<file path="config.mk">
export PLATFORM = sky130hd
export DESIGN_NAME = npic_top
export DESIGN_NICKNAME = d
export VERILOG_FILES = /design/src/npic_pkg.sv /design/src/npic_top.sv
export VERILOG_INCLUDE_DIRS = /design/src
export SDC_FILE = /design/constraint.sdc
export NUM_CORES = 1
export LEC_CHECK = 0
export BUFFER_PORTS_ARGS = -buffer_cell sky130_fd_sc_hd__buf_2
export CORE_MARGIN = 4
export CORE_UTILIZATION = 41
export DETAILED_ROUTE_END_ITERATION = 10
export HOLD_SLACK_MARGIN = 0.06
export PLACE_DENSITY_LB_ADDON = 0.3
export SLEW_MARGIN = 20
export SYNTH_ARGS = -nofsm -noshare
export SYNTH_HDL_FRONTEND = slang
export SYNTH_SLANG_ARGS = --single-unit
export TNS_END_PERCENT = 20
</file>
<file path="constraint.sdc">
create_clock -name MCLK -period 30.3 [get_ports MCLK]
set_input_delay 3.03 -clock MCLK [delete_from_list [all_inputs] [get_ports MCLK]]
set_output_delay 3.03 -clock MCLK [all_outputs]
set_load 0.02 [all_outputs]
</file>
<file path="src/npic_params.svh">
`ifndef NPIC_PARAMS_SVH
`define NPIC_PARAMS_SVH
// ****************************************
// Register indices (byte address = index * 4)
// ****************************************
`define NPIC_IDX_EOI 8'h22
`define NPIC_IDX_POLL 8'h24
`define NPIC_IDX_POLLSTS 8'h26
`define NPIC_IDX_MASK 8'h28
`define NPIC_IDX_PRIMSK 8'h2a
`define NPIC_IDX_INSERV 8'h2c
`define NPIC_IDX_REQ 8'h2e
`define NPIC_IDX_TMRCTL 8'h32
`define NPIC_IDX_DMA0CTL 8'h34
`define NPIC_IDX_DMA1CTL 8'h36
`define NPIC_IDX_EXTA 8'h38
`define NPIC_IDX_EXTB 8'h3a
`define NPIC_IDX_EXTC 8'h3c
`define NPIC_IDX_EXTD 8'h3e
// ****************************************
// Field positions and reset values
// ****************************************
`define NPIC_PR_MSB 2
`define NPIC_MSK_BIT 3
`define NPIC_LTM_BIT 4
`define NPIC_CASC_BIT 5
`define NPIC_SPECIAL_NESTED_SELECT_BIT 6
`define NPIC_POLL_REQ_BIT 15
`define NPIC_EOI_NSPEC_BIT 15
`define NPIC_VEC_MSB 4
`define NPIC_SRC_VALID 8'hfd
`define NPIC_PR_DEFAULT 3'h7
`define NPIC_PRIMSK_RESET 3'h7
`define NPIC_MASK_RESET 8'hfd
`define NPIC_ACK2_LEN 2'h3
`define NPIC_RESP_OKAY 2'h0
`define NPIC_RESP_SLVERR 2'h2
// Vector types per source bit
`define NPIC_VEC_TMR 5'h08
`define NPIC_VEC_D0 5'h0a
`define NPIC_VEC_D1 5'h0b
`define NPIC_VEC_EXTA 5'h0c
`define NPIC_VEC_EXTB 5'h0d
`define NPIC_VEC_EXTC 5'h0e
`define NPIC_VEC_EXTD 5'h0f
`endif

</file>
<file path="src/npic_pkg.sv">
package npic_pkg;
  // ****************************************
  // Types
  // ****************************************
  typedef enum logic [3:0] {
    S_IDLE = 4'b0001,
    S_ACK1 = 4'b0010,
    S_GAP = 4'b0100,
    S_ACK2 = 4'b1000
  } npic_state_t;

  // Per-source control bits (mask bit lives in the mask register)
  typedef struct packed {
    logic special_nested_select;
    logic casc;
    logic level_trigger_select;
    logic [2:0] pr;
  } npic_ctl_t;

  typedef struct packed {
    npic_state_t st;
    logic [1:0] cnt;
    logic sel_b;
    logic [7:0] req;
    logic [7:0] inserv;
    logic [7:0] mask;
    logic [2:0] primsk;
    npic_ctl_t [7:0] ctl;
    logic [3:0] pin_s1;
    logic [3:0] pin_s2;
    logic [3:0] pin_d;
    logic nmi_s1;
    logic nmi_s2;
    logic nmi_d;
    logic nmi_out;
    logic [7:0] vec_s1;
    logic [7:0] vec_s2;
    logic [7:0] vector;
    logic vec_valid;
    logic bvalid;
    logic [1:0] bresp;
    logic rvalid;
    logic [31:0] rdata;
    logic [1:0] rresp;
  } npic_regs_t;
endpackage : npic_pkg

</file>
<file path="src/npic_top.sv">
`timescale 1ns/10ps
`include "npic_params.svh"
// Notes on behaviour
// - Five external inputs, one non-maskable
// - Four pins: direct, one pair, two pairs
// - Cascade ack: two cycles, vector second
// - Internal sources same in every mode
// - Lower priority blocked by in-service
// - Same source blocked while in service
// - Pin c acks a, pin d acks b
// - Each pair cascaded via own control
// - Special nested: own pin re-requests allowed
// - Special nested still sets, blocks lower
// - Poll: bit 15 pending, 4-0 type
// - Poll read sets in-service like acknowledge
// - Poll status read changes nothing
// - Three-bit level, smaller wins, defaulted
// - Ties broken by fixed source order
// - Non-specific end clears highest in-service
// - Specific end clears named source only
// - Edge: re-armed after one low cycle
// - Level: requests while input high
// - Trigger bit: one level, zero edge
// - Cascade bit: one cascade, zero direct
// - In-service set on ack or poll
module npic_top
  import npic_pkg::*;
(
  input wire logic MCLK,
  input wire logic RST_N,
  input wire logic [11:0] S_AXI_AWADDR,
  input wire logic S_AXI_AWVALID,
  output logic S_AXI_AWREADY,
  input wire logic [31:0] S_AXI_WDATA,
  input wire logic [3:0] S_AXI_WSTRB,
  input wire logic S_AXI_WVALID,
  output logic S_AXI_WREADY,
  output logic [1:0] S_AXI_BRESP,
  output logic S_AXI_BVALID,
  input wire logic S_AXI_BREADY,
  input wire logic [11:0] S_AXI_ARADDR,
  input wire logic S_AXI_ARVALID,
  output logic S_AXI_ARREADY,
  output logic [31:0] S_AXI_RDATA,
  output logic [1:0] S_AXI_RRESP,
  output logic S_AXI_RVALID,
  input wire logic S_AXI_RREADY,
  input wire logic NMI_REQUEST,
  input wire logic EXT_REQUEST_A,
  input wire logic EXT_REQUEST_B,
  input wire logic EXT_REQUEST_C_OR_ACK_A_IN,
  output logic EXT_REQUEST_C_OR_ACK_A_OUT,
  output logic EXT_REQUEST_C_OR_ACK_A_OE,
  input wire logic EXT_REQUEST_D_OR_ACK_B_IN,
  output logic EXT_REQUEST_D_OR_ACK_B_OUT,
  output logic EXT_REQUEST_D_OR_ACK_B_OE,
  input wire logic [7:0] CASC_VECTOR,
  input wire logic TIMER_REQUEST,
  input wire logic [1:0] DMA_REQUEST,
  input wire logic CPU_ACK,
  output logic CPU_INT_REQ,
  output logic [7:0] CPU_VECTOR,
  output logic CPU_VECTOR_VALID,
  output logic NMI_OUT
);
  // ****************************************
  // Declarations
  // ****************************************
  npic_regs_t r_ff;
  npic_regs_t nxt_r;
  logic [7:0] src_ok;
  logic [7:0] live;
  logic [7:0] eff;
  logic found;
  logic [2:0] win;
  logic [2:0] bpr;
  logic blocked;
  logic isv_found;
  logic [2:0] isv_idx;
  logic [2:0] isv_pr;
  logic wr_fire;
  logic rd_fire;
  logic [7:0] widx;
  logic [7:0] ridx;
  logic wr_hit;
  logic rd_hit;
  logic [31:0] rd_word;
  logic grant;
  logic ack_take;
  logic poll_take;
  logic win_casc;
  logic ack_on;

  // Fixed vector type of each source bit
  function automatic logic [4:0] vec_of(input logic [2:0] idx);
    case (idx)
      3'h0: vec_of = `NPIC_VEC_TMR;
      3'h2: vec_of = `NPIC_VEC_D0;
      3'h3: vec_of = `NPIC_VEC_D1;
      3'h4: vec_of = `NPIC_VEC_EXTA;
      3'h5: vec_of = `NPIC_VEC_EXTB;
      3'h6: vec_of = `NPIC_VEC_EXTC;
      3'h7: vec_of = `NPIC_VEC_EXTD;
      default: vec_of = 5'h00;
    endcase
  endfunction : vec_of

  // Control word index to source bit; the timer word sits where bit 1 would
  function automatic logic [2:0] src_of(input logic [7:0] idx);
    src_of = (idx[3:1] == 3'h1) ? 3'h0 : idx[3:1];
  endfunction : src_of

  // ****************************************
  // Request qualification
  // ****************************************
  // pins c and d drop out as sources once their pair is cascaded
  assign src_ok = `NPIC_SRC_VALID & ~{r_ff.ctl[5].casc, r_ff.ctl[4].casc, 6'h00};

  for (genvar g = 0; g < 8; g++)
  begin : g_src
    if (g >= 4)
    begin : g_ext
      // level mode follows the synchronised pin directly
      assign live[g] = r_ff.ctl[g].level_trigger_select ? r_ff.pin_s2[g-4] : r_ff.req[g];
    end
    else
    begin : g_int
      // internal sources never depend on the pin mode
      assign live[g] = r_ff.req[g];
    end
    // own in-service blocks, except special nested external pair
    // special nested lets the pin request again
    assign eff[g] = src_ok[g] & live[g] & ~r_ff.mask[g] & (r_ff.ctl[g].pr <= r_ff.primsk) &
                    (~r_ff.inserv[g] | ((g == 4 || g == 5) & r_ff.ctl[g].special_nested_select));
  end

  // ****************************************
  // Arbitration
  // ****************************************
  // Downward scan with <= keeps the lowest index on equal levels
  always_comb
  begin
    found = 1'b0;
    win = 3'h0;
    bpr = 3'h7;
    isv_found = 1'b0;
    isv_idx = 3'h0;
    isv_pr = 3'h7;
    blocked = 1'b0;
    // lowest level wins, ties by fixed order
    for (int i = 7; i >= 0; i--)
    begin
      if (eff[i] && (!found || r_ff.ctl[i].pr <= bpr))
      begin
        found = 1'b1;
        win = 3'(i);
        bpr = r_ff.ctl[i].pr;
      end
      if (r_ff.inserv[i] && (!isv_found || r_ff.ctl[i].pr <= isv_pr))
      begin
        isv_found = 1'b1;
        isv_idx = 3'(i);
        isv_pr = r_ff.ctl[i].pr;
      end
    end
    // any other in-service source ranking above blocks; equal levels block only from a lower index
    for (int j = 0; j < 8; j++)
    begin
      if (r_ff.inserv[j] && 3'(j) != win &&
          (r_ff.ctl[j].pr < bpr || (r_ff.ctl[j].pr == bpr && 3'(j) < win)))
      begin
        blocked = 1'b1;
      end
    end
  end

  assign grant = found & ~blocked;
  assign win_casc = (win == 3'h4 && r_ff.ctl[4].casc) || (win == 3'h5 && r_ff.ctl[5].casc);
  assign CPU_INT_REQ = grant & (r_ff.st == S_IDLE);
  // Acks arriving mid-fetch or with nothing granted are ignored
  assign ack_take = CPU_ACK & CPU_INT_REQ;

  // ****************************************
  // AXI4-Lite decode
  // ****************************************
  // Address and data are taken together; one response outstanding
  assign S_AXI_AWREADY = S_AXI_AWVALID & S_AXI_WVALID & ~r_ff.bvalid;
  assign S_AXI_WREADY = S_AXI_AWREADY;
  assign S_AXI_ARREADY = ~r_ff.rvalid;
  assign wr_fire = S_AXI_AWREADY;
  assign rd_fire = S_AXI_ARVALID & S_AXI_ARREADY;
  assign widx = S_AXI_AWADDR[9:2];
  assign ridx = S_AXI_ARADDR[9:2];
  assign wr_hit = (S_AXI_AWADDR[11:10] == 2'h0) && (S_AXI_AWADDR[1:0] == 2'h0) &&
                  ((widx == `NPIC_IDX_EOI) || (widx >= `NPIC_IDX_MASK && widx <= `NPIC_IDX_REQ) ||
                   (widx >= `NPIC_IDX_TMRCTL && widx <= `NPIC_IDX_EXTD && !widx[0]));
  assign rd_hit = (S_AXI_ARADDR[11:10] == 2'h0) && (S_AXI_ARADDR[1:0] == 2'h0) &&
                  (ridx >= `NPIC_IDX_POLL && ridx <= `NPIC_IDX_EXTD && !ridx[0] &&
                   ridx != 8'h30);
  assign poll_take = rd_fire & rd_hit & (ridx == `NPIC_IDX_POLL) & grant & ~ack_take &
                     (r_ff.st == S_IDLE);

  // Read data mux
  always_comb
  begin
    rd_word = 32'h0;
    case (ridx)
      // both poll words carry the same content
      `NPIC_IDX_POLL, `NPIC_IDX_POLLSTS:
      begin
        rd_word[`NPIC_POLL_REQ_BIT] = grant;
        rd_word[`NPIC_VEC_MSB:0] = vec_of(win);
      end
      `NPIC_IDX_MASK: rd_word[7:0] = r_ff.mask;
      `NPIC_IDX_PRIMSK: rd_word[`NPIC_PR_MSB:0] = r_ff.primsk;
      `NPIC_IDX_INSERV: rd_word[7:0] = r_ff.inserv;
      `NPIC_IDX_REQ: rd_word[7:0] = live & src_ok;
      `NPIC_IDX_TMRCTL, `NPIC_IDX_DMA0CTL, `NPIC_IDX_DMA1CTL, `NPIC_IDX_EXTA,
      `NPIC_IDX_EXTB, `NPIC_IDX_EXTC, `NPIC_IDX_EXTD:
      begin
        rd_word[`NPIC_SPECIAL_NESTED_SELECT_BIT:`NPIC_MSK_BIT] = {r_ff.ctl[src_of(ridx)].special_nested_select,
          r_ff.ctl[src_of(ridx)].casc, r_ff.ctl[src_of(ridx)].level_trigger_select,
          r_ff.mask[src_of(ridx)]};
        rd_word[`NPIC_PR_MSB:0] = r_ff.ctl[src_of(ridx)].pr;
      end
      default: rd_word = 32'h0;
    endcase
  end

  // ****************************************
  // Next state
  // ****************************************
  always_comb
  begin
    nxt_r = r_ff;
    nxt_r.vec_valid = 1'b0;
    // Two-stage synchronisers for every pin
    nxt_r.pin_s1 = {EXT_REQUEST_D_OR_ACK_B_IN, EXT_REQUEST_C_OR_ACK_A_IN, EXT_REQUEST_B,
                    EXT_REQUEST_A};
    nxt_r.pin_s2 = r_ff.pin_s1;
    nxt_r.pin_d = r_ff.pin_s2;
    nxt_r.nmi_s1 = NMI_REQUEST;
    nxt_r.nmi_s2 = r_ff.nmi_s1;
    nxt_r.nmi_d = r_ff.nmi_s2;
    nxt_r.vec_s1 = CASC_VECTOR;
    nxt_r.vec_s2 = r_ff.vec_s1;
    // non-maskable pin bypasses masks and arbitration
    nxt_r.nmi_out = r_ff.nmi_s2 & ~r_ff.nmi_d;

    // Write channel and register updates
    if (wr_fire)
    begin
      nxt_r.bvalid = 1'b1;
      nxt_r.bresp = wr_hit ? `NPIC_RESP_OKAY : `NPIC_RESP_SLVERR;
      if (wr_hit && |S_AXI_WSTRB)
      begin
        case (widx)
          `NPIC_IDX_EOI:
          begin
            if (S_AXI_WDATA[`NPIC_EOI_NSPEC_BIT])
            begin
              if (isv_found)
              begin
                nxt_r.inserv[isv_idx] = 1'b0;
              end
            end
            else
            begin
              // clear only the source with the given type
              for (int i = 0; i < 8; i++)
              begin
                if (vec_of(3'(i)) == S_AXI_WDATA[`NPIC_VEC_MSB:0])
                begin
                  nxt_r.inserv[i] = 1'b0;
                end
              end
            end
          end
          `NPIC_IDX_MASK: nxt_r.mask = S_AXI_WDATA[7:0] & `NPIC_SRC_VALID;
          `NPIC_IDX_PRIMSK: nxt_r.primsk = S_AXI_WDATA[`NPIC_PR_MSB:0];
          `NPIC_IDX_INSERV: nxt_r.inserv = S_AXI_WDATA[7:0] & `NPIC_SRC_VALID;
          `NPIC_IDX_REQ: nxt_r.req[3:2] = S_AXI_WDATA[3:2];
          default:
          begin
            nxt_r.mask[src_of(widx)] = S_AXI_WDATA[`NPIC_MSK_BIT];
            nxt_r.ctl[src_of(widx)].pr = S_AXI_WDATA[`NPIC_PR_MSB:0];
            nxt_r.ctl[src_of(widx)].level_trigger_select = S_AXI_WDATA[`NPIC_LTM_BIT];
            // cascade and special nested only on pins a and b
            if (widx == `NPIC_IDX_EXTA || widx == `NPIC_IDX_EXTB)
            begin
              nxt_r.ctl[src_of(widx)].casc = S_AXI_WDATA[`NPIC_CASC_BIT];
              nxt_r.ctl[src_of(widx)].special_nested_select = S_AXI_WDATA[`NPIC_SPECIAL_NESTED_SELECT_BIT];
            end
          end
        endcase
      end
    end
    else if (S_AXI_BREADY)
    begin
      nxt_r.bvalid = 1'b0;
    end

    // Read channel
    if (rd_fire)
    begin
      nxt_r.rvalid = 1'b1;
      nxt_r.rdata = rd_hit ? rd_word : 32'h0;
      nxt_r.rresp = rd_hit ? `NPIC_RESP_OKAY : `NPIC_RESP_SLVERR;
    end
    else if (S_AXI_RREADY)
    begin
      nxt_r.rvalid = 1'b0;
    end

    // acknowledge or poll marks winner in service
    if (ack_take || poll_take)
    begin
      nxt_r.req[win] = 1'b0;
      nxt_r.inserv[win] = 1'b1;
    end
    if (ack_take)
    begin
      if (win_casc)
      begin
        nxt_r.st = S_ACK1;
        nxt_r.sel_b = win[0];
        nxt_r.cnt = 2'h0;
      end
      else
      begin
        nxt_r.vector = {3'h0, vec_of(win)};
        nxt_r.vec_valid = 1'b1;
      end
    end

    // two acknowledge cycles, vector taken in the second
    case (r_ff.st)
      S_IDLE: nxt_r.cnt = 2'h0;
      S_ACK1: nxt_r.st = S_GAP;
      S_GAP: nxt_r.st = S_ACK2;
      S_ACK2:
      begin
        // Held long enough for the vector to clear the synchroniser
        nxt_r.cnt = r_ff.cnt + 2'h1;
        if (r_ff.cnt == `NPIC_ACK2_LEN - 2'h1)
        begin
          nxt_r.vector = r_ff.vec_s2;
          nxt_r.vec_valid = 1'b1;
          nxt_r.st = S_IDLE;
        end
      end
      default: nxt_r.st = S_IDLE;
    endcase

    // Hardware sets last so they win over any clear
    // edge pending only on a low-to-high step
    for (int k = 0; k < 4; k++)
    begin
      if (r_ff.pin_s2[k] && !r_ff.pin_d[k])
      begin
        nxt_r.req[4+k] = 1'b1;
      end
    end
    if (TIMER_REQUEST)
    begin
      nxt_r.req[0] = 1'b1;
    end
    for (int k = 0; k < 2; k++)
    begin
      if (DMA_REQUEST[k])
      begin
        nxt_r.req[2+k] = 1'b1;
      end
    end
  end

  // ****************************************
  // State register
  // ****************************************
  always_ff @(posedge MCLK or negedge RST_N)
  begin
    if (!RST_N)
    begin
      r_ff <= '0;
      r_ff.st <= S_IDLE;
      r_ff.mask <= `NPIC_MASK_RESET;
      r_ff.primsk <= `NPIC_PRIMSK_RESET;
      // every source starts at the default level
      for (int i = 0; i < 8; i++)
      begin
        r_ff.ctl[i].pr <= `NPIC_PR_DEFAULT;
      end
    end
    else
    begin
      r_ff <= nxt_r;
    end
  end

  // ****************************************
  // Outputs
  // ****************************************
  // pins c and d become acknowledge outputs of their pair
  assign ack_on = (r_ff.st == S_ACK1) || (r_ff.st == S_ACK2);
  assign EXT_REQUEST_C_OR_ACK_A_OE = r_ff.ctl[4].casc;
  assign EXT_REQUEST_D_OR_ACK_B_OE = r_ff.ctl[5].casc;
  assign EXT_REQUEST_C_OR_ACK_A_OUT = ack_on & ~r_ff.sel_b;
  assign EXT_REQUEST_D_OR_ACK_B_OUT = ack_on & r_ff.sel_b;
  assign S_AXI_BVALID = r_ff.bvalid;
  assign S_AXI_BRESP = r_ff.bresp;
  assign S_AXI_RVALID = r_ff.rvalid;
  assign S_AXI_RDATA = r_ff.rdata;
  assign S_AXI_RRESP = r_ff.rresp;
  assign CPU_VECTOR = r_ff.vector;
  assign CPU_VECTOR_VALID = r_ff.vec_valid;
  assign NMI_OUT = r_ff.nmi_out;

  // ****************************************
  // Assertions
  // ****************************************
  property p_nmi_pass;
    @(posedge MCLK) disable iff (!RST_N) r_ff.nmi_s2 && !r_ff.nmi_d |=> NMI_OUT ##1 !NMI_OUT;
  endproperty
  a_nmi_pass: assert property (p_nmi_pass) else $error("nmi not passed");

  property p_casc_seq;
    @(posedge MCLK) disable iff (!RST_N)
      ack_take && win_casc |=> ack_on ##1 !ack_on ##1 ack_on [*3] ##1 CPU_VECTOR_VALID;
  endproperty
  a_casc_seq: assert property (p_casc_seq) else $error("cascade fetch wrong");

  property p_casc_vec;
    @(posedge MCLK) disable iff (!RST_N)
      r_ff.st == S_ACK2 && r_ff.cnt == `NPIC_ACK2_LEN - 2'h1 |=> CPU_VECTOR == $past(r_ff.vec_s2);
  endproperty
  a_casc_vec: assert property (p_casc_vec) else $error("vector not from bus");

  property p_ack_pin;
    @(posedge MCLK) disable iff (!RST_N)
      EXT_REQUEST_C_OR_ACK_A_OUT |-> EXT_REQUEST_C_OR_ACK_A_OE && !r_ff.sel_b;
  endproperty
  a_ack_pin: assert property (p_ack_pin) else $error("ack pin a misdriven");

  property p_nested;
    @(posedge MCLK) disable iff (!RST_N)
      CPU_INT_REQ |-> r_ff.ctl[win].pr <= r_ff.primsk &&
        !(r_ff.inserv[win] && !r_ff.ctl[win].special_nested_select) && (!isv_found || isv_pr >= bpr);
  endproperty
  a_nested: assert property (p_nested) else $error("blocked request raised");

  property p_poll_set;
    @(posedge MCLK) disable iff (!RST_N) poll_take |=> r_ff.inserv[$past(win)] && S_AXI_RVALID;
  endproperty
  a_poll_set: assert property (p_poll_set) else $error("poll left flag clear");

  property p_pollsts_keep;
    @(posedge MCLK) disable iff (!RST_N)
      rd_fire && ridx == `NPIC_IDX_POLLSTS && !wr_fire && !ack_take |=> $stable(r_ff.inserv);
  endproperty
  a_pollsts_keep: assert property (p_pollsts_keep) else $error("status read changed flags");

  property p_eoi_ns;
    @(posedge MCLK) disable iff (!RST_N)
      wr_fire && wr_hit && widx == `NPIC_IDX_EOI && S_AXI_WDATA[`NPIC_EOI_NSPEC_BIT] &&
      isv_found && !ack_take && !poll_take |=> !r_ff.inserv[$past(isv_idx)];
  endproperty
  a_eoi_ns: assert property (p_eoi_ns) else $error("eoi left flag set");

  property p_edge_hold;
    @(posedge MCLK) disable iff (!RST_N)
      !r_ff.req[4] && r_ff.pin_d[0] && r_ff.pin_s2[0] |=> !r_ff.req[4];
  endproperty
  a_edge_hold: assert property (p_edge_hold) else $error("edge re-armed while high");

  property p_level;
    @(posedge MCLK) disable iff (!RST_N)
      r_ff.ctl[4].level_trigger_select && r_ff.pin_s2[0] && !r_ff.mask[4] && !r_ff.inserv[4] &&
      r_ff.ctl[4].pr <= r_ff.primsk |-> found;
  endproperty
  a_level: assert property (p_level) else $error("level input ignored");

  c_casc: cover property (@(posedge MCLK) disable iff (!RST_N) ack_take && win_casc);
  c_poll: cover property (@(posedge MCLK) disable iff (!RST_N) poll_take);
  c_direct: cover property (@(posedge MCLK) disable iff (!RST_N) ack_take && !win_casc);
endmodule : npic_top

</file>
# --- Yosys cells after proc, flatten, opt, wreduce, memory -nomap -nowiden ---
# Cells that the tools add are included.
word_totals:
  regBits: 161
  output_inout_bits: 56
  word_cells: 532
classes:
  order_cmp: 49
  add_sub_neg: 1
  eq_ne: 57
  bitwise: 73
  reduce_logical: 128
  n_mux: 163
op_table:
  columns: ["operator", "count"]
  rows:
  - ["bitwise mux 48 bit", 4]
  - ["two-way mux 5 bit", 33]
  - ["equality test 8 x 6 -> 1 bit, second input constant", 20]
  - ["two-way mux 67 bit", 2]
  - ["two-way mux 3 bit", 33]
  - ["two-way mux 48 bit", 2]
  - ["demux 6 bit (select 3 bit)", 4]
  - ["<= comparator 3 bit", 20]
  - ["logical AND 1 bit", 57]
  - ["two-way mux 1 bit", 51]
  - ["bitwise AND 1 bit", 42]
  - ["equality test 5 bit", 8]
  - ["two-way mux 9 bit", 4]
  - ["two-way mux 16 bit", 2]
  - ["case mux 8 bit (2 select lines)", 2]
  - ["case mux 4 bit (7 select lines)", 1]
  - ["logical OR 1 bit", 27]
  - ["bitwise AND 8 bit", 3]
  - ["equality test 3 bit", 8]
  - [">= comparator 8 x 6 -> 1 bit, second input constant", 3]
  - ["<= comparator 8 x 6 -> 1 bit, second input constant", 3]
  - ["< comparator 3 bit", 8]
  - ["NOT 8 bit", 3]
  - ["NOT 1 bit", 22]
  - ["other kinds (46)", 109]

# --- Depth between registers and ports, before layout ---
depth:
  ltp_word: 52
  ltp_mapped: 64
  depth_no_buf: 63

# --- Least setup slack after synthesis ---
# Ideal clock, no wire load.
synth_timing:
  kind: "flip-flop to output port"
  startpoint: "register r_ff[128] in the netlist's numbering"
  endpoint: "output port CPU_INT_REQ"
  arrival_time_ps: 11068
  slack_ps: 16202
  stages_incl_launch_ff: 60
  path_cell_list: "dfstp_2 -> inv_1 -> ha_1 -> nand3_1 -> o21ai_1 -> o211ai_4 -> nor2_1 -> ha_1 -> nor2b_1 -> o21ai_0 -> a32o_1 -> o21ai_0 -> o22ai_1 -> ha_1 -> nor2b_1 -> o21a_1 -> o21ai_1 -> a21oi_1 -> (+24 left out) -> nor2_1 -> a21oi_1 -> inv_1 -> ha_1 -> nor2b_1 -> o21ai_0 -> a32oi_1 -> nor2_1 -> a31oi_1 -> nor2_1 -> a221oi_1 -> ha_1 -> nand4_1 -> nand2_1 -> a211o_1 -> a32oi_1 -> and4_1 -> and3_1"
synth_between:
  elab_chain_cells: 43
  word_cells_on_any_way: 141
synth_rtl:
  columns: ["item", "line", "text"]
  rows:
  - ["start: declaration", "npic_top.sv:69", "npic_regs_t r_ff;"]
  - ["start signal: assignment", "npic_top.sv:396", "r_ff <= nxt_r;"]
  - ["<= comparator 3 bit", "npic_top.sv:133", "assign eff[g] = src_ok[g] & live[g] & ~r_ff.mask[g] & (r_ff.ctl[g].pr <= r_ff.primsk) &"]
  - ["bitwise AND 1 bit (2 in a row)", "npic_top.sv:133", null]
  - ["two-way mux 3 bit / two-way mux 1 bit (equally long branches)", "npic_top.sv:153", "if (eff[i] && (!found || r_ff.ctl[i].pr <= bpr))"]
  - ["<= comparator 3 bit / logical NOT 1 bit (equally long branches)", "npic_top.sv:153", null]
  - ["logical OR 1 bit", "npic_top.sv:153", null]
  - ["logical AND 1 bit", "npic_top.sv:153", null]
  - ["two-way mux 3 bit / two-way mux 1 bit (equally long branches)", "npic_top.sv:153", null]
  - ["<= comparator 3 bit / logical NOT 1 bit (equally long branches)", "npic_top.sv:153", null]
  - ["(+19 left out)", null, null]
  - ["< comparator 1 x 3 -> 1 bit / equality test 3 bit (equally long branches)", "npic_top.sv:170", "(r_ff.ctl[j].pr < bpr || (r_ff.ctl[j].pr == bpr && 3'(j) < win)))"]
  - ["logical AND 1 bit", "npic_top.sv:170", null]
  - ["logical OR 1 bit", "npic_top.sv:170", null]
  - ["logical AND 1 bit", "npic_top.sv:169", "if (r_ff.inserv[j] && 3'(j) != win &&"]
  - ["two-way mux 1 bit (8 in a row)", "npic_top.sv:169", null]
  - ["NOT 1 bit", "npic_top.sv:177", "assign grant = found & ~blocked;"]
  - ["bitwise AND 1 bit (*)", "npic_top.sv:177", null]
  - ["bitwise AND 1 bit (*)", "npic_top.sv:179", "assign CPU_INT_REQ = grant & (r_ff.st == S_IDLE);"]
  - ["end: declaration", "npic_top.sv:61", "output logic CPU_INT_REQ,"]
# Mark *: on every way between the ends. The rest lies on a longest branch, timed or not.

# --- Worst setup path after layout ---
# Ends and elaborated chain as after synthesis.

==> out/summary.md <==
The flow ran to the end, and the final reports show no timing, DRC or antenna violations. For this run, design rule violations remaining after detail routing come to 0. Post-synthesis share of cell area spent on and, or, nand and nor gates: 0.158. Among all stages on the critical path, the largest delay is contributed by mux2i_1. The final count of pins violating max slew came out at 0.

The prevailing post-synth register cell was dfrtp_1. The logs give 0 for the post-route antenna net violation count and 10400 sq um for the area of all placed cells without fillers. For this run, the post-layout net count is 1199.

The required time at the endpoint of the critical path is 27.27 ns, and the critical path's largest stage delay is 0.94 ns. The maximum fanout along the worst path was 12. The clock passes through at most 2 buffers.

The number of global-route vias before repair was 7394; the clock-pin slew on the worst setup and hold paths was 0.06 ns. Among the stages of the critical path, the cell type that occurs most often is ha_1. The worst hold path terminates at r_ff[48]. For the core footprint, the log shows 22100 sq um. The number of synthesized register bits was 132. The worst clock skew is 0.0133 ns.

Leaving out fill and tap cells, the most frequent cell in the layout is dfrtp_1. Before CTS, the worst setup slack after placement is 13.56 ns. The run gives 0 as the number of antenna cells inserted. The initial core utilization came out at 0.421.

Including well taps, the total number of placed cells is 1292. For flop-to-flop paths, the worst setup slack is 15.01 ns. Post-CTS timing repair inserted 0 buffers for setup.

The hold-critical path depth came out at 0. The worst slew margin relative to its limit came out at 0.255. Clock tree synthesis inserted a total of 17 buffers.

The number of DRC markers in iteration 0 is 719, and the clock insertion delay at the later pin of the skew report is 0.43 ns. The routed wire length was 27100 um; the highest achievable clock rate was 57.1 MHz. By area, the combinational part of the netlist is dominated by compound AO/OA/AOI/OAI gates. TritonCTS built the clock tree. After global routing the overflow that remains totals 0.

The finished layout holds 1324 standard cells, fillers aside. Setup violations remaining at the end of the flow were counted as 0. Cell at the root of the clock tree: clkbuf_16. The tools report the worst min-delay path startpoint as nxt_r[48]. For the worst ir drop on vdd, the log shows 55.1 uV. The TritonCTS sink count was 132. At the pin with the least slew margin, the transition time is 1.09 ns.

In this run the tool buffered the top-level ports with 91 buffer cells. The area growth from synthesis to layout is 11.4%. Summed over all cells, the static leakage comes to 0.00465 uW. The run gives 5310 sq um as the multi-input gate area in the final layout. The launch instance of the worst register-to-register path was r_ff[128]. The floorplan die height is 159 um. The logs give 0.215 for the total global routing track utilization and 4 for the H-tree depth reported by CTS. In this run the cell area measured after placement is 9740 sq um. The count of hold buffers inserted by post-cts repair is 0, and the share of post-route cells with drive strength above 1 is 0.230. The share of synthesized registers carrying an async set or reset is 1.00. The number of cells on the worst reg-to-reg path is 59.

The utilization after layout is 0.469. Complex-gate fraction of the synthesized area: 0.191. Power spread over the standard cell area amounts to 101 nW/um^2.

The average instance in the mapped netlist occupies 9.50 sq um. Classification of the worst-slack hold path: reg2reg. For the half-perimeter wire length after detailed placement, the log shows 20400 um. Max-cap violations in this run came to 0. The run gives 0 as the number of hold-slack violations in the final timing report. The tools report the detailed-route via count as 7862. Setup repair after global routing left no endpoint under its margin.

The worst register-to-register path ends at r_ff[153]. Data on the critical path arrives at its endpoint at 14.48 ns. The mux contribution to synthesized area is 0.0983. The share of the clock period used by the worst path was 0.578.

The initial antenna violation count was 1. The horizontal extent of the die is 159 um, and the wire length of the first global-routing pass is 41600 um. The congestion estimate from routability-driven global placement came to 0.945.

The final worst setup slack is 12.79 ns, and the adder and majority cell fraction of the synthesized area is 0.113. The post-layout minimum cycle time was 17.51 ns; the number of core rows was 54. The accumulated negative setup slack is 0 ns. Average detailed-routed wire length per instance: 20.4 um.

The run gives 9300 sq um as the post-synthesis instance area. The die covers 25200 sq um. The number of detailed-route iterations in the first pass was 5; the register area share after synthesis was 0.360.

The tools report the storage element area as 3350 sq um. The run gives 979 as the gate count after technology mapping. The critical path is of the reg2out type. Element type at the critical path end: a primary output. The kind of start point of the critical path is a flip-flop.

Pin placement for this block handled 140 I/O pins. After detailed routing, the number of vias per cell comes to 5.94. The number of gates resized after CTS was 0. The number of flops mapped to enable cells by yosys works out to 0. In the layout the commonest cells are dfrtp_1 (97), buf_2 (90), ha_1 (84).

The count of filler cells inserted in the layout is 2083, and the number of library cell types mapped by synthesis is 86. The count of synthesis-stage warnings from yosys was 0; the fraction of synthesized cell area in xor and xnor cells was 0.000942. For the maximum number of pins on one net before global-route repair, the log shows 72.
## cells by family after synthesis
group                      count (synthesis)
and+or+nand+nor                          279
muxes                                     76
adders and majority gates                 84
AOI/OAI and AO/OA                        258
DFF                                      132
other                                      1
buffers and inverters                    148
xor gates and xnor gates                   1
## layer usage
layer,vias to the layer above,global-route usage,share of wire
li1,3661,-,-
met1,3842,0.302,0.44
met2,319,0.327,0.45
met3,38,0.0565,0.094
met4,2,0.0642,0.016
met5,-,0,0.00026
## through the flow
| stage | total power [uW] | hold WS, ns |
|---|---|---|
| floorplan | 653 | 0.331 |
| global placement | 799 | 0.333 |
| detailed placement | 817 | 0.335 |
| CTS | 1040 | 0.349 |
| global route | 1120 | 0.352 |
| finish | 1050 | 0.346 |
## worst max-delay path by stage
stage | startpoint | end | slack, ns | depth (start not counted)
detailed placement | r_ff[128] | CPU_INT_REQ | 13.56 | 58
global placement | r_ff[128] | CPU_INT_REQ | 13.74 | 60
global route | r_ff[128] | CPU_INT_REQ | 11.91 | 58
finish | r_ff[128] | CPU_INT_REQ | 12.79 | 58
floorplan | r_ff[128] | CPU_INT_REQ | 16.20 | 59
CTS | r_ff[128] | CPU_INT_REQ | 13.05 | 58
## power breakdown
part / switching (uW) / internal, uW / total, uW
registers: 22.3 / 191 / 213
logic: 372 / 243 / 614
clock network: 81.3 / 137 / 218
## worst max-delay path: cells and delay by family (launching register included)
| kind | cells | cell delay [ns] |
|---|---|---|
| buffers and inverters | 4 | 0.49 |
| adder cells (fa/ha/maj) | 8 | 2.47 |
| AO/OA/AOI/OAI | 25 | 6.13 |
| AND/OR/NAND/NOR | 18 | 2.66 |
| flip-flops | 1 | 0.54 |
| multiplexers | 3 | 1.70 |
## final cells by class
cell class,count,area share
Tap cell,280,0.0338
Sequential cell,132,0.323
Inverter,60,0.0217
Clock inverter,11,0.0144
Clock buffer,21,0.0454
Timing Repair Buffer,97,0.0489
Multi-Input combinational cell,723,0.513
## Yosys cell counts, types with 7 or more instances
library cell | n | area, sq um
nor3_1 | 14 | 70.1
nor2_1 | 61 | 229
buf_4 | 45 | 338
dfrtp_1 | 97 | 2430
a22o_1 | 8 | 70.1
o22ai_1 | 9 | 56.3
inv_1 | 60 | 225
ha_1 | 84 | 1050
nor4_1 | 8 | 50.1
o21ai_0 | 63 | 315
a211oi_1 | 14 | 105
a31oi_1 | 9 | 56.3
a21o_1 | 11 | 82.6
nand3_1 | 40 | 200
mux2_2 | 50 | 563
nand4_1 | 15 | 93.8
nand2_1 | 60 | 225
o21a_1 | 17 | 128
mux2i_1 | 19 | 190
o21ai_1 | 7 | 35.0
a221oi_1 | 7 | 61.3
a21oi_1 | 45 | 225
o211ai_1 | 11 | 82.6
nor2b_1 | 21 | 131
dfstp_2 | 35 | 920
clkbuf_1 | 38 | 143
nand3b_1 | 9 | 67.6
a22oi_1 | 8 | 60.1
(Power assumes the default switching activity.)
